`src/include/apmc_pkg.sv`:
```
// apmc_pkg: shared constants and types of the amplifier protection/mode controller.
// assumes a 20 MHz system clock; the analog comparators deliver plain levels.
package apmc_pkg;

  localparam int unsigned CLK_HZ    = 20_000_000;
  localparam int unsigned RETRY_MS  = 50;
  localparam int unsigned RETRY_CYC = CLK_HZ / 1000 * RETRY_MS;

  // strap code from the mode resistor, 0 = short .. 5 = open
  localparam logic [2:0] STRAP_RST = 3'h0;
  localparam int unsigned STRAP_BD_BIT = 0;
  localparam logic [2:0] STRAP_HALF_LO = 3'h2;
  localparam logic [2:0] STRAP_HALF_HI = 3'h3;
  localparam logic [2:0] STRAP_PAR_LO  = 3'h4;

  // phase offset selection codes
  localparam logic [2:0] PH_QUARTER = 3'h0;
  localparam logic [2:0] PH_THIRD   = 3'h1;
  localparam logic [2:0] PH_HALF    = 3'h2;
  localparam logic [2:0] PH_2THIRD  = 3'h3;
  localparam logic [2:0] PH_3QUART  = 3'h4;

  localparam int unsigned SYNC_W = 17;

  typedef struct packed {
    logic       fold;
    logic       hot;
    logic       deep;
    logic       low;
    logic       high;
    logic       ofs;
    logic [1:0] ilim;
    logic [1:0] sload;
    logic [1:0] srail;
  } apmc_flt_t;

  typedef struct packed {
    logic       inphase;
    logic [2:0] phase_sel;
    logic       fault_flag_pin_mask;
    logic       sd_mask;
  } apmc_cfg_t;

  typedef enum logic [2:0] {
    ST_OFF, ST_WIN, ST_MUTE, ST_OPER, ST_UVMUTE, ST_SHUT, ST_PORWAIT
  } apmc_state_t;

endpackage : apmc_pkg

```
`src/design/apmc_chan_retry.sv`:
```
// apmc_chan_retry: per-channel short shutdown with timed retry.
// assumes short inputs are already synchronised to sys_clk.
`timescale 1ns/100ps
module apmc_chan_retry #(
  parameter int unsigned RETRY_CYC = apmc_pkg::RETRY_CYC
) (
  input  wire logic sys_clk,
  input  wire logic nrst,
  input  wire logic run,
  input  wire logic short_load,
  input  wire logic short_rail,
  output logic      ch_on,
  output logic      wp_block
);
  localparam int unsigned CW = $clog2(RETRY_CYC + 1);

  logic          off_r;
  logic [CW-1:0] cnt_r;
  wire           expired = (cnt_r == '0);
  wire           short_any = short_load | short_rail;

  always_ff @(posedge sys_clk) begin
    if (!nrst || !run) begin
      off_r <= 1'b0;
      cnt_r <= '0;
    end else if (!off_r && short_any) begin
      off_r <= 1'b1;
      cnt_r <= CW'(RETRY_CYC - 1);
    end else if (off_r && !expired) begin
      cnt_r <= cnt_r - 1'b1;
    end else if (off_r && !short_rail) begin
      off_r <= 1'b0;
    end
  end

  assign ch_on    = run & ~off_r;
  assign wp_block = off_r & expired & short_rail;

  property p_rail_hold;
    @(posedge sys_clk) disable iff (!nrst)
      run && off_r && short_rail |=> off_r || !run;
  endproperty
  a_rail_hold: assert property (p_rail_hold) else $error("restart during rail short");

  property p_off_on_short;
    @(posedge sys_clk) disable iff (!nrst)
      run && ch_on && short_any && $past(run) |=> !ch_on || !run;
  endproperty
  a_off_on_short: assert property (p_off_on_short) else $error("channel kept on in short");

  c_retry: cover property (@(posedge sys_clk) disable iff (!nrst) off_r ##1 !off_r);

endmodule : apmc_chan_retry

```
`src/design/apmc_ctrl.sv`:
```
// apmc_ctrl: mode selection and fault-protection sequencing of a
// two-channel switching amplifier.
// assumes comparator levels, power-on, guard and strap pins are asynchronous;
// mode_i2c, mute_req and host_* come from logic on sys_clk.
`timescale 1ns/100ps
module apmc_ctrl #(
  parameter int unsigned RETRY_CYC = apmc_pkg::RETRY_CYC,
  parameter int unsigned NCH       = 2
) (
  input  wire logic                   sys_clk,
  input  wire logic                   nrst,
  input  wire logic                   power_on_pin,
  input  wire logic                   offset_guard_pin,
  input  wire logic [2:0]             strap_select_pin,
  input  wire logic                   mode_i2c,
  input  wire logic                   clk_slave,
  input  wire logic                   pll_en,
  input  wire logic                   mute_req,
  input  wire apmc_pkg::apmc_cfg_t    host_cfg,
  input  wire logic                   host_start,
  input  wire logic                   host_alarm_clr,
  input  wire apmc_pkg::apmc_flt_t    flt_in,
  output logic                        inphase_switching,
  output logic                        antiphase_r,
  output logic                        inv_input_r,
  output logic                        phase_offset_en_r,
  output logic [2:0]                  phase_sel_r,
  output logic                        parallel_mode_r,
  output logic                        gain_reduce_r,
  output logic [1:0]                  cur_regulate_r,
  output logic [1:0]                  ch_enable_r,
  output logic                        mute_r,
  output logic                        switching_r,
  output logic                        offset_alarm_flag,
  output logic                        fault_flag_pin_o,
  output logic                        fault_flag_pin_oe
);

  // two-stage synchroniser for every asynchronous level
  logic [apmc_pkg::SYNC_W-1:0] meta_r;
  logic [apmc_pkg::SYNC_W-1:0] sync_r;
  wire  [apmc_pkg::SYNC_W-1:0] raw = {power_on_pin, offset_guard_pin,
                                      strap_select_pin, flt_in};

  always_ff @(posedge sys_clk) begin
    if (!nrst) begin
      meta_r <= '0;
      sync_r <= '0;
    end else begin
      meta_r <= raw;
      sync_r <= meta_r;
    end
  end

  apmc_pkg::apmc_flt_t flt;
  wire       pwr_s;
  wire       guard_s;
  wire [2:0] strap_s;
  assign {pwr_s, guard_s, strap_s, flt} = sync_r;

  // strap decode, used for both the live and latched code
  function automatic logic strap_half(input logic [2:0] c);
    strap_half = (c == apmc_pkg::STRAP_HALF_LO) || (c == apmc_pkg::STRAP_HALF_HI);
  endfunction

  function automatic logic strap_bd(input logic [2:0] c);
    strap_bd = c[apmc_pkg::STRAP_BD_BIT];
  endfunction

  function automatic logic ph_valid(input logic [2:0] c);
    ph_valid = (c <= apmc_pkg::PH_3QUART);
  endfunction

  apmc_pkg::apmc_state_t state_r;
  apmc_pkg::apmc_state_t state_nxt;
  logic       strap_held_r;
  logic [2:0] strap_r;
  logic       dc_latch_r;
  logic [NCH-1:0] ch_on;
  logic [NCH-1:0] wp_block;

  // fault summary; complete shutdown dominates channel actions
  wire rail_any  = |flt.srail;
  wire load_any  = |flt.sload;
  wire guard_on  = guard_s;
  wire por_evt   = mode_i2c & flt.deep;
  wire complete  = flt.hot | flt.high | dc_latch_r;
  wire sw_state  = (state_r == apmc_pkg::ST_MUTE) || (state_r == apmc_pkg::ST_OPER);
  wire ofs_seen  = guard_on & flt.ofs & sw_state;
  wire ofs_sd    = ofs_seen & (~mode_i2c | ~host_cfg.sd_mask);
  // flag stands while the offset shutdown is latched, not just for one cycle
  wire ofs_fault_flag_pin  = (ofs_seen | dc_latch_r) &
                   (~mode_i2c | ~host_cfg.fault_flag_pin_mask);

  always_comb begin
    state_nxt = state_r;
    if (por_evt) begin
      state_nxt = apmc_pkg::ST_PORWAIT;
    end else if (state_r == apmc_pkg::ST_PORWAIT) begin
      if (host_start) begin
        state_nxt = apmc_pkg::ST_WIN;
      end
    end else if (!pwr_s) begin
      state_nxt = apmc_pkg::ST_OFF;
    end else if (complete || ofs_sd) begin
      state_nxt = apmc_pkg::ST_SHUT;
    end else begin
      case (state_r)
        apmc_pkg::ST_OFF: begin
          state_nxt = apmc_pkg::ST_WIN;
        end
        apmc_pkg::ST_WIN: begin
          if (!rail_any && !flt.low) begin
            state_nxt = apmc_pkg::ST_MUTE;
          end
        end
        apmc_pkg::ST_MUTE: begin
          if (flt.low) begin
            state_nxt = apmc_pkg::ST_UVMUTE;
          end else if (!mute_req) begin
            state_nxt = apmc_pkg::ST_OPER;
          end
        end
        apmc_pkg::ST_OPER: begin
          if (flt.low) begin
            state_nxt = apmc_pkg::ST_UVMUTE;
          end else if (mute_req) begin
            state_nxt = apmc_pkg::ST_MUTE;
          end
        end
        apmc_pkg::ST_UVMUTE: begin
          state_nxt = apmc_pkg::ST_SHUT;
        end
        apmc_pkg::ST_SHUT: begin
          if (!flt.low) begin
            state_nxt = apmc_pkg::ST_WIN;
          end
        end
        default: begin
          state_nxt = apmc_pkg::ST_OFF;
        end
      endcase
    end
  end

  wire sw_nxt = (state_nxt == apmc_pkg::ST_MUTE) || (state_nxt == apmc_pkg::ST_OPER) ||
                (state_nxt == apmc_pkg::ST_UVMUTE);
  wire run    = sw_state;

  genvar gi;
  generate
    for (gi = 0; gi < NCH; gi++) begin : g_ch
      apmc_chan_retry #(.RETRY_CYC(RETRY_CYC)) u_retry (
        .sys_clk    (sys_clk),
        .nrst       (nrst),
        .run        (run),
        .short_load (flt.sload[gi]),
        .short_rail (flt.srail[gi]),
        .ch_on      (ch_on[gi]),
        .wp_block   (wp_block[gi])
      );
    end
  endgenerate

  // scheme and phase selection; strap code frozen once switching began
  wire [2:0] strap_use  = strap_held_r ? strap_r : strap_s;
  wire       inph_nxt   = mode_i2c ? host_cfg.inphase : strap_bd(strap_use);
  wire       lock_ok    = clk_slave & pll_en;
  wire       ph_req     = mode_i2c ? ph_valid(host_cfg.phase_sel) : strap_half(strap_use);
  wire [2:0] ph_nxt     = mode_i2c ? host_cfg.phase_sel : apmc_pkg::PH_HALF;
  wire       par_nxt    = mode_i2c & (strap_use >= apmc_pkg::STRAP_PAR_LO);
  wire       flag_nxt   = load_any | rail_any | (|wp_block) | flt.hot | flt.low |
                          flt.high | (state_r == apmc_pkg::ST_PORWAIT) | ofs_fault_flag_pin;

  always_ff @(posedge sys_clk) begin
    if (!nrst) begin
      state_r      <= apmc_pkg::ST_OFF;
      strap_held_r <= 1'b0;
      strap_r      <= apmc_pkg::STRAP_RST;
    end else begin
      state_r <= state_nxt;
      if (state_nxt == apmc_pkg::ST_OFF || state_nxt == apmc_pkg::ST_PORWAIT) begin
        strap_held_r <= 1'b0;
      end else if (!strap_held_r && sw_nxt) begin
        strap_held_r <= 1'b1;
        strap_r      <= strap_s;
      end
    end
  end

  // offset shutdown latch: set wins over the clearing conditions
  always_ff @(posedge sys_clk) begin
    if (!nrst) begin
      dc_latch_r <= 1'b0;
    end else if (ofs_sd) begin
      dc_latch_r <= 1'b1;
    end else if (!pwr_s || !guard_on) begin
      dc_latch_r <= 1'b0;
    end
  end

  // alarm flag: set wins over host clear
  always_ff @(posedge sys_clk) begin
    if (!nrst) begin
      offset_alarm_flag <= 1'b0;
    end else if (mode_i2c && ofs_seen) begin
      offset_alarm_flag <= 1'b1;
    end else if (host_alarm_clr) begin
      offset_alarm_flag <= 1'b0;
    end
  end

  always_ff @(posedge sys_clk) begin
    if (!nrst) begin
      inphase_switching <= 1'b0;
      antiphase_r       <= 1'b1;
      inv_input_r       <= 1'b0;
      phase_offset_en_r <= 1'b0;
      phase_sel_r       <= apmc_pkg::PH_HALF;
      parallel_mode_r   <= 1'b0;
    end else begin
      inphase_switching <= inph_nxt;
      antiphase_r       <= ~inph_nxt;
      inv_input_r       <= inph_nxt;
      phase_offset_en_r <= lock_ok & ph_req;
      phase_sel_r       <= ph_nxt;
      parallel_mode_r   <= par_nxt;
    end
  end

  always_ff @(posedge sys_clk) begin
    if (!nrst) begin
      gain_reduce_r     <= 1'b0;
      cur_regulate_r    <= '0;
      ch_enable_r       <= '0;
      mute_r            <= 1'b1;
      switching_r       <= 1'b0;
      fault_flag_pin_o  <= 1'b0;
      fault_flag_pin_oe <= 1'b0;
    end else begin
      gain_reduce_r     <= flt.fold & ~complete;
      cur_regulate_r    <= flt.ilim & {2{sw_nxt}};
      ch_enable_r       <= (state_nxt == apmc_pkg::ST_OPER) ? ch_on : '0;
      mute_r            <= (state_nxt != apmc_pkg::ST_OPER);
      switching_r       <= sw_nxt;
      fault_flag_pin_o  <= 1'b0;
      fault_flag_pin_oe <= flag_nxt;
    end
  end

  property p_anti;
    @(posedge sys_clk) disable iff (!nrst)
      antiphase_r |-> !inphase_switching && !inv_input_r;
  endproperty
  a_anti: assert property (p_anti) else $error("antiphase with inphase set");

  property p_host_scheme;
    @(posedge sys_clk) disable iff (!nrst)
      mode_i2c && host_cfg.inphase |=> inphase_switching && inv_input_r && !antiphase_r;
  endproperty
  a_host_scheme: assert property (p_host_scheme) else $error("host scheme ignored");

  property p_lock_only;
    @(posedge sys_clk) disable iff (!nrst)
      !(clk_slave && pll_en) |=> !phase_offset_en_r;
  endproperty
  a_lock_only: assert property (p_lock_only) else $error("offset without lock");

  property p_strap_half;
    @(posedge sys_clk) disable iff (!nrst)
      !mode_i2c |=> phase_sel_r == apmc_pkg::PH_HALF;
  endproperty
  a_strap_half: assert property (p_strap_half) else $error("strap offset not half");

  property p_hot;
    @(posedge sys_clk) disable iff (!nrst)
      flt.hot && !por_evt |=> !switching_r && ch_enable_r == '0;
  endproperty
  a_hot: assert property (p_hot) else $error("overheat not shut down");

  property p_fold;
    @(posedge sys_clk) disable iff (!nrst)
      flt.fold && !complete |=> gain_reduce_r;
  endproperty
  a_fold: assert property (p_fold) else $error("foldback gain not reduced");

  property p_win;
    @(posedge sys_clk) disable iff (!nrst)
      state_r == apmc_pkg::ST_WIN && rail_any |=> !switching_r;
  endproperty
  a_win: assert property (p_win) else $error("started into rail short");

  property p_dc_hold;
    @(posedge sys_clk) disable iff (!nrst)
      dc_latch_r && pwr_s && guard_on |=> dc_latch_r ##0 !switching_r;
  endproperty
  a_dc_hold: assert property (p_dc_hold) else $error("offset latch lost");

  property p_alarm;
    @(posedge sys_clk) disable iff (!nrst)
      mode_i2c && ofs_seen |=> offset_alarm_flag;
  endproperty
  a_alarm: assert property (p_alarm) else $error("alarm flag not set");

  property p_uv;
    @(posedge sys_clk) disable iff (!nrst)
      state_r == apmc_pkg::ST_OPER && flt.low && pwr_s && !complete && !ofs_sd && !por_evt
      |=> mute_r && switching_r;
  endproperty
  a_uv: assert property (p_uv) else $error("undervoltage not muting first");

  property p_por;
    @(posedge sys_clk) disable iff (!nrst)
      state_r == apmc_pkg::ST_PORWAIT && !host_start && !por_evt |=> !switching_r;
  endproperty
  a_por: assert property (p_por) else $error("restart without host");

  property p_flag;
    @(posedge sys_clk) disable iff (!nrst)
      load_any || rail_any |=> fault_flag_pin_oe;
  endproperty
  a_flag: assert property (p_flag) else $error("flag pin not pulled");

  c_strap: cover property (@(posedge sys_clk) disable iff (!nrst) $rose(strap_held_r));
  c_shut: cover property (@(posedge sys_clk) disable iff (!nrst)
    state_r == apmc_pkg::ST_SHUT ##1 state_r == apmc_pkg::ST_WIN);
  c_por: cover property (@(posedge sys_clk) disable iff (!nrst)
    state_r == apmc_pkg::ST_PORWAIT ##1 state_r == apmc_pkg::ST_WIN);

endmodule : apmc_ctrl

```
`config.mk`:
```
export PLATFORM = sky130hd
export DESIGN_NAME = apmc_ctrl
export DESIGN_NICKNAME = d
export VERILOG_FILES = /design/src/include/apmc_pkg.sv /design/src/design/apmc_chan_retry.sv /design/src/design/apmc_ctrl.sv
export SDC_FILE = /design/constraint.sdc
export NUM_CORES = 1
export LEC_CHECK = 0
export BUFFER_PORTS_ARGS = -buffer_cell sky130_fd_sc_hd__buf_2
export CAP_MARGIN = 30
export CELL_PAD_IN_SITES_DETAIL_PLACEMENT = 0
export CELL_PAD_IN_SITES_GLOBAL_PLACEMENT = 1
export CORE_MARGIN = 2
export CORE_UTILIZATION = 43
export CTS_BUF_LIST = sky130_fd_sc_hd__clkbuf_8
export DETAILED_ROUTE_END_ITERATION = 10
export PLACE_DENSITY_LB_ADDON = 0.25
export SLEW_MARGIN = 20
export SYNTH_ARGS = -nofsm -noshare
export SYNTH_HDL_FRONTEND = slang
export SYNTH_HIERARCHICAL = 1
export SYNTH_SLANG_ARGS = --single-unit
```
`constraint.sdc`:
```
create_clock -name sys_clk -period 3.7 [get_ports sys_clk]
set_input_delay 0.555 -clock sys_clk [delete_from_list [all_inputs] [get_ports sys_clk]]
set_output_delay 0.555 -clock sys_clk [all_outputs]
set_load 0.02 [all_outputs]
```
# Word level (Yosys, flattened, before mapping)
# Cells that the tools add are included.
# op_classes
mux,29
eq_ne,15
addsub,2
order_cmp,2
bitwise_logic,39
reduce_logical,51
# ops
operator,n
20-bit two-way mux,4
20-bit zero test,2
"20-bit by 1-bit subtractor with 20-bit output, second input constant",2
3-bit two-way mux,12
"3-bit by 2-bit equality test with 1-bit output, second input constant",6
3-bit case mux with 6 select lines,1
1-bit AND,15
"3-bit equality test, second input constant",5
1-bit OR,14
1-bit zero test,13
1-bit two-way mux,12
2-bit nonzero test,6
2-bit OR reduction,6
2-bit AND reduction,5
1-bit logical AND,9
1-bit NOT,9
1-bit logical OR,8
3-bit zero test,2
"2-bit by 1-bit != test with 1-bit output, second input constant",2
"3-bit by 1-bit equality test with 1-bit output, second input constant",1
"3-bit greater-or-equal comparator, second input constant",1
"3-bit less-or-equal comparator, second input constant",1
"3-bit by 2-bit != test with 1-bit output, second input constant",1
2-bit AND,1
# word_totals
output_inout_bits,18
wordCells,162
in_bits,31
reg_bits,100

# Depth between registers and ports, before layout
# depth
word_depth,14
depth_mapped,8
mapped_depth_nobuf,8

# Cells and area by module
# The synthesis kept the hierarchy.
# by_module_without_submodules
module,seq_area_each_um2,cells_each,instances,area_each_um2
apmc_chan_retry,420.4,126,2,1066.0
apmc_ctrl,1161.1,177,1,1993.2

# Least setup slack after synthesis
# Ideal clock, no wire load.
# synth_path
path_type,reg-to-reg
from,reg g_ch[0].u_retry.cnt_r[9]
to,reg g_ch[0].u_retry.cnt_r[13]
setup_time_ps,73
t_arrival_ps,1783
path_stages_with_launch,5
slack_ps,1843
required_ps,3627
period_less_slack_ps,1857
path_buffers,0
path_cell_list,dfxtp_1 > or4_1 > or4_1 > or3_1 > a21oi_1
# synth_via
elab_chain_len,3
elab_cells_between_ends,4
classes_between,add/sub (1); reduce/logical (3)
# synth_rtl
item,line_no,source
from (decl),apmc_chan_retry.sv:18,logic [CW-1:0] cnt_r;
from (signal assigned),apmc_chan_retry.sv:28,cnt_r <= CW'(RETRY_CYC - 1);
from (signal assigned),apmc_chan_retry.sv:30,cnt_r <= cnt_r - 1'b1;
"parallel branches: the longest is 3 deep, another holds 20-bit by 1-bit subtractor with 20-bit output",--,
# Several ways; the timed one is not identified.
# A chain may end at the register's enable or synchronous reset.

# Final worst setup path
# layout_path
from,reg g_ch[0].u_retry.cnt_r[9]
to,reg fault_flag_pin_oe
# layout_via
elab_chain_len,10
# layout_rtl
item,line_no,source
20-bit zero test,apmc_chan_retry.sv:19,wire expired = (cnt_r == '0);
1-bit AND (2 in series),apmc_chan_retry.sv:37,assign wp_block = off_r & expired & short_rail;
via wp_block[0],apmc_ctrl.sv:80,logic [NCH-1:0] wp_block;
2-bit OR reduction,apmc_ctrl.sv:172,wire flag_nxt = load_any | rail_any | (|wp_block) | flt.hot | flt.low |
1-bit OR (4 in series),apmc_ctrl.sv:172,
1-bit OR (2 in series),apmc_ctrl.sv:173,flt.high | (state_r == apmc_pkg::ST_PORWAIT) | ofs_fault_flag_pin;
to (signal assigned),apmc_ctrl.sv:247,fault_flag_pin_oe <= flag_nxt;
to (decl),apmc_ctrl.sv:36,output logic fault_flag_pin_oe
# The timed path passes the listed nets, and every way through them passes these cells.

==> results.cfg <==
[die]
die_h_um = 102
die_area_um2 = 10400
die_w_um = 102
ios = 49
core_um2 = 9280
start_util_pct = 44.4
rows = 35

[cts]
numCtsBuffers = 9
clkSlewWorstSetupHoldPaths_ns = 0.11
post_cts_buffers = 0
cts_resized = 0
cts.sinks = 100
insertion_delay_ns = 0.36
ctsHtreeMaxLevel = 3
cts_hold_buf = 0
clockBufferDepth = 2
cts_tree = done
cts_root_buf = clkbuf_8

[drt]
initialDrtViolationCount = 105
drtPass1Iterations = 4
drt_wl_total_mm = 8.23
wire_per_inst_um = 13.5
via_count = 3225
via_per_inst = 5.30
final_antenna_net_count = 0
post-route-drc-count = 0

[synth]
mappedNetlistArea_um2 = 4130
synth.distinct_cells = 60
synth.area.top_cells = dfxtp_1, and2_1, xor2_1
synthFlopType = dfxtp_1
synthCells = 429
synth_top_area_share_pct = 48.5
synth-seq-cells = 100
synthTopCellsByCount = dfxtp_1, and2_1, nor2_1, a21oi_1, xor2_1
yosys_warnings = 6
seq_area_frac_synth_pct = 48.5
synth_async_sr_flop_share_pct = 0
postSynthAreaPerCell_um2 = 9.62
synth-edff-count = 0
yosysMostFrequentCell = dfxtp_1
syn-num-nets = 462
yosysTopAreaCell = dfxtp_1

[setup_path]
crit_arrival_ns = 2.53
start_kind = flip-flop
r2r_start = g_ch[0].u_retry/cnt_r[9]
crit_start = g_ch[0].u_retry/cnt_r[9]
r2r_end = fault_flag_pin_oe
cp-endpoint = fault_flag_pin_oe
worst_ep_required_time_ns = 4.00
cp_max_fo = 5
reg2reg_depth = 7
cp-end-kind = flip-flop
rrSetupSlack_ns = 1.47
path_class = flip-flop to flip-flop

[grt]
grt_antenna_before_repair = 0
grt_usage_pct = 16.8
gr-total-overflow = 0
grt_pass1_vias = 3030
grt_max_degree = 54
grt_first_pass_wirelength_mm = 14.0

[power]
internal_power_w = 0.00141
power_density_nw_per_um2 = 404
p_comb_share_pct = 5.2
p_clk_share_pct = 35.7
ir_worst_vdd_mv = 0.233
pwr-share-seq_pct = 59.1
swShare_pct = 25.3
leakage_nw = 1.87
switchingPower_w = 0.000476

[placement]
hpwlAfterDp_mm = 5.80
numPortBuffers = 47
gp_congestion = 0.813
preCtsSetupSlack_ns = 1.58

[finish]
fill_cells = 868
multi_input_area_um2 = 2020
layout.area.seq_um2 = 2000
fin_nets = 508
drive_above_1_share_pct = 18.8
antennaDiodeCount = 0
syn_to_final_growth_pct = 13.0

[sta]
post-route-period-util_pct = 60.3
slew_headroom_pct = 45.6
rsz0062_at_grt = no
hold_viol = 0
layout_min_cycle_time_ns = 2.23
clock_skew_ns = 0.0135
finalSetupTns_ns = 0
max_freq_mhz = 448
setup_slack_ns = 1.47
setup_viol = 0
worst_pin_slew_ns = 0.809
drv_slew = 0

[hold_path]
min_from = flt_in[7]
hold_class = primary input to flip-flop

[run]
cap_violations = 0

[outcome]
outcome = finished, final reports clean
## critical path, cell delays in order (launching register included)
cell	delay, ns
dfxtp_1	0.36
or4_1	0.56
nor3_1	0.43
nand3_1	0.24
nor2_1	0.23
nor3_1	0.07
nand4_1	0.11
o21a_1	0.16
## sequential cells by signal (all words and copies together), names as in the netlist, 2 cells and up
| name | count |
|---|---|
| meta_r | 17 |
| g_ch.u_retry/cnt_r | 40 |
| g_ch.u_retry/off_r | 2 |
| phase_sel_r | 3 |
| cur_regulate_r | 2 |
| ch_enable_r | 2 |
| sync_r | 17 |
| state_r | 3 |
| strap_r | 3 |
## per-stage QoR
stage | std cells | power, W | hold WS, ns | instance area [um2] | utilization (%)
after floorplan | 429 | 0.00120 | 0.406 | 4130 | -
after global placement | 593 | 0.00123 | 0.413 | 4460 | 48.1
after detailed placement | 593 | 0.00123 | 0.420 | 4460 | 48.1
after CTS | 609 | 0.00191 | 0.370 | 4660 | 50.1
after global routing | 609 | 0.00197 | 0.370 | 4660 | 50.2
final | 609 | 0.00188 | 0.384 | 4660 | 50.2
## worst min path at each step
stage                     depth (start not counted)                 to  slack (ns)
after global routing                              2          meta_r[7]        0.37
after CTS                                         2         meta_r[13]        0.37
after floorplan                                   1  cur_regulate_r[0]        0.41
after global placement                            1  cur_regulate_r[0]        0.41
final                                             2          meta_r[7]        0.38
after detailed placement                          1         sync_r[15]        0.42
## power groups by stage
stage / Clock [W] / Sequential [W] / Combinational, W
finish: 0.000672 / 0.00111 / 0.0000979
CTS: 0.000697 / 0.00111 / 0.0000983
detailed placement: 0 / 0.00114 / 0.0000978
global route: 0.000749 / 0.00112 / 0.000108
global placement: 0 / 0.00114 / 0.0000963
floorplan: 0 / 0.00114 / 0.0000612
## cell families after synthesis
kind of cell | synth area share, %
adders and majority gates | 0.607
buffers and inverters | 2.67
AOI/OAI and AO/OA | 14.1
other | 0.0909
DFF | 48.5
and+or+nand+nor | 28.5
xor gates and xnor gates | 5.52
## cell usage in the layout, fill, tap and decap left out, drive strengths merged, types with 4 or more instances in the layout
cell and n:
a21oi 26, a31oi 9, and2 42, and2b 4, and3 5, buf 48
clkbuf 9, dfxtp 100, inv 16, nand2 16, nand3 15, nand3b 5
nand4 12, nor2 29, nor2b 6, nor3 13, nor3b 8, nor4 7
o211ai 11, o21a 6, o21ai 15, or3 4, or4 8, xnor2 8
xor2 18
## layout make-up
class                   instances  area share, %
multi-input cells             304           43.3
flip-flops and latches        100           43.0
repair buffers                 48           5.21
well taps                     129           3.46
clock buffers                   9           2.66
clock inverters                 7           1.45
inverters                      12          0.967
## metal layers
metal / up-vias / global-route usage (%) / part of all wire (%)
met5: - / 0 / 0
met4: 0 / 5.95 / 1.5
met3: 11 / 3.15 / 3.1
met2: 50 / 27.5 / 47
met1: 1543 / 22.2 / 48
li1: 1621 / - / -
(Power assumes the default switching activity.)
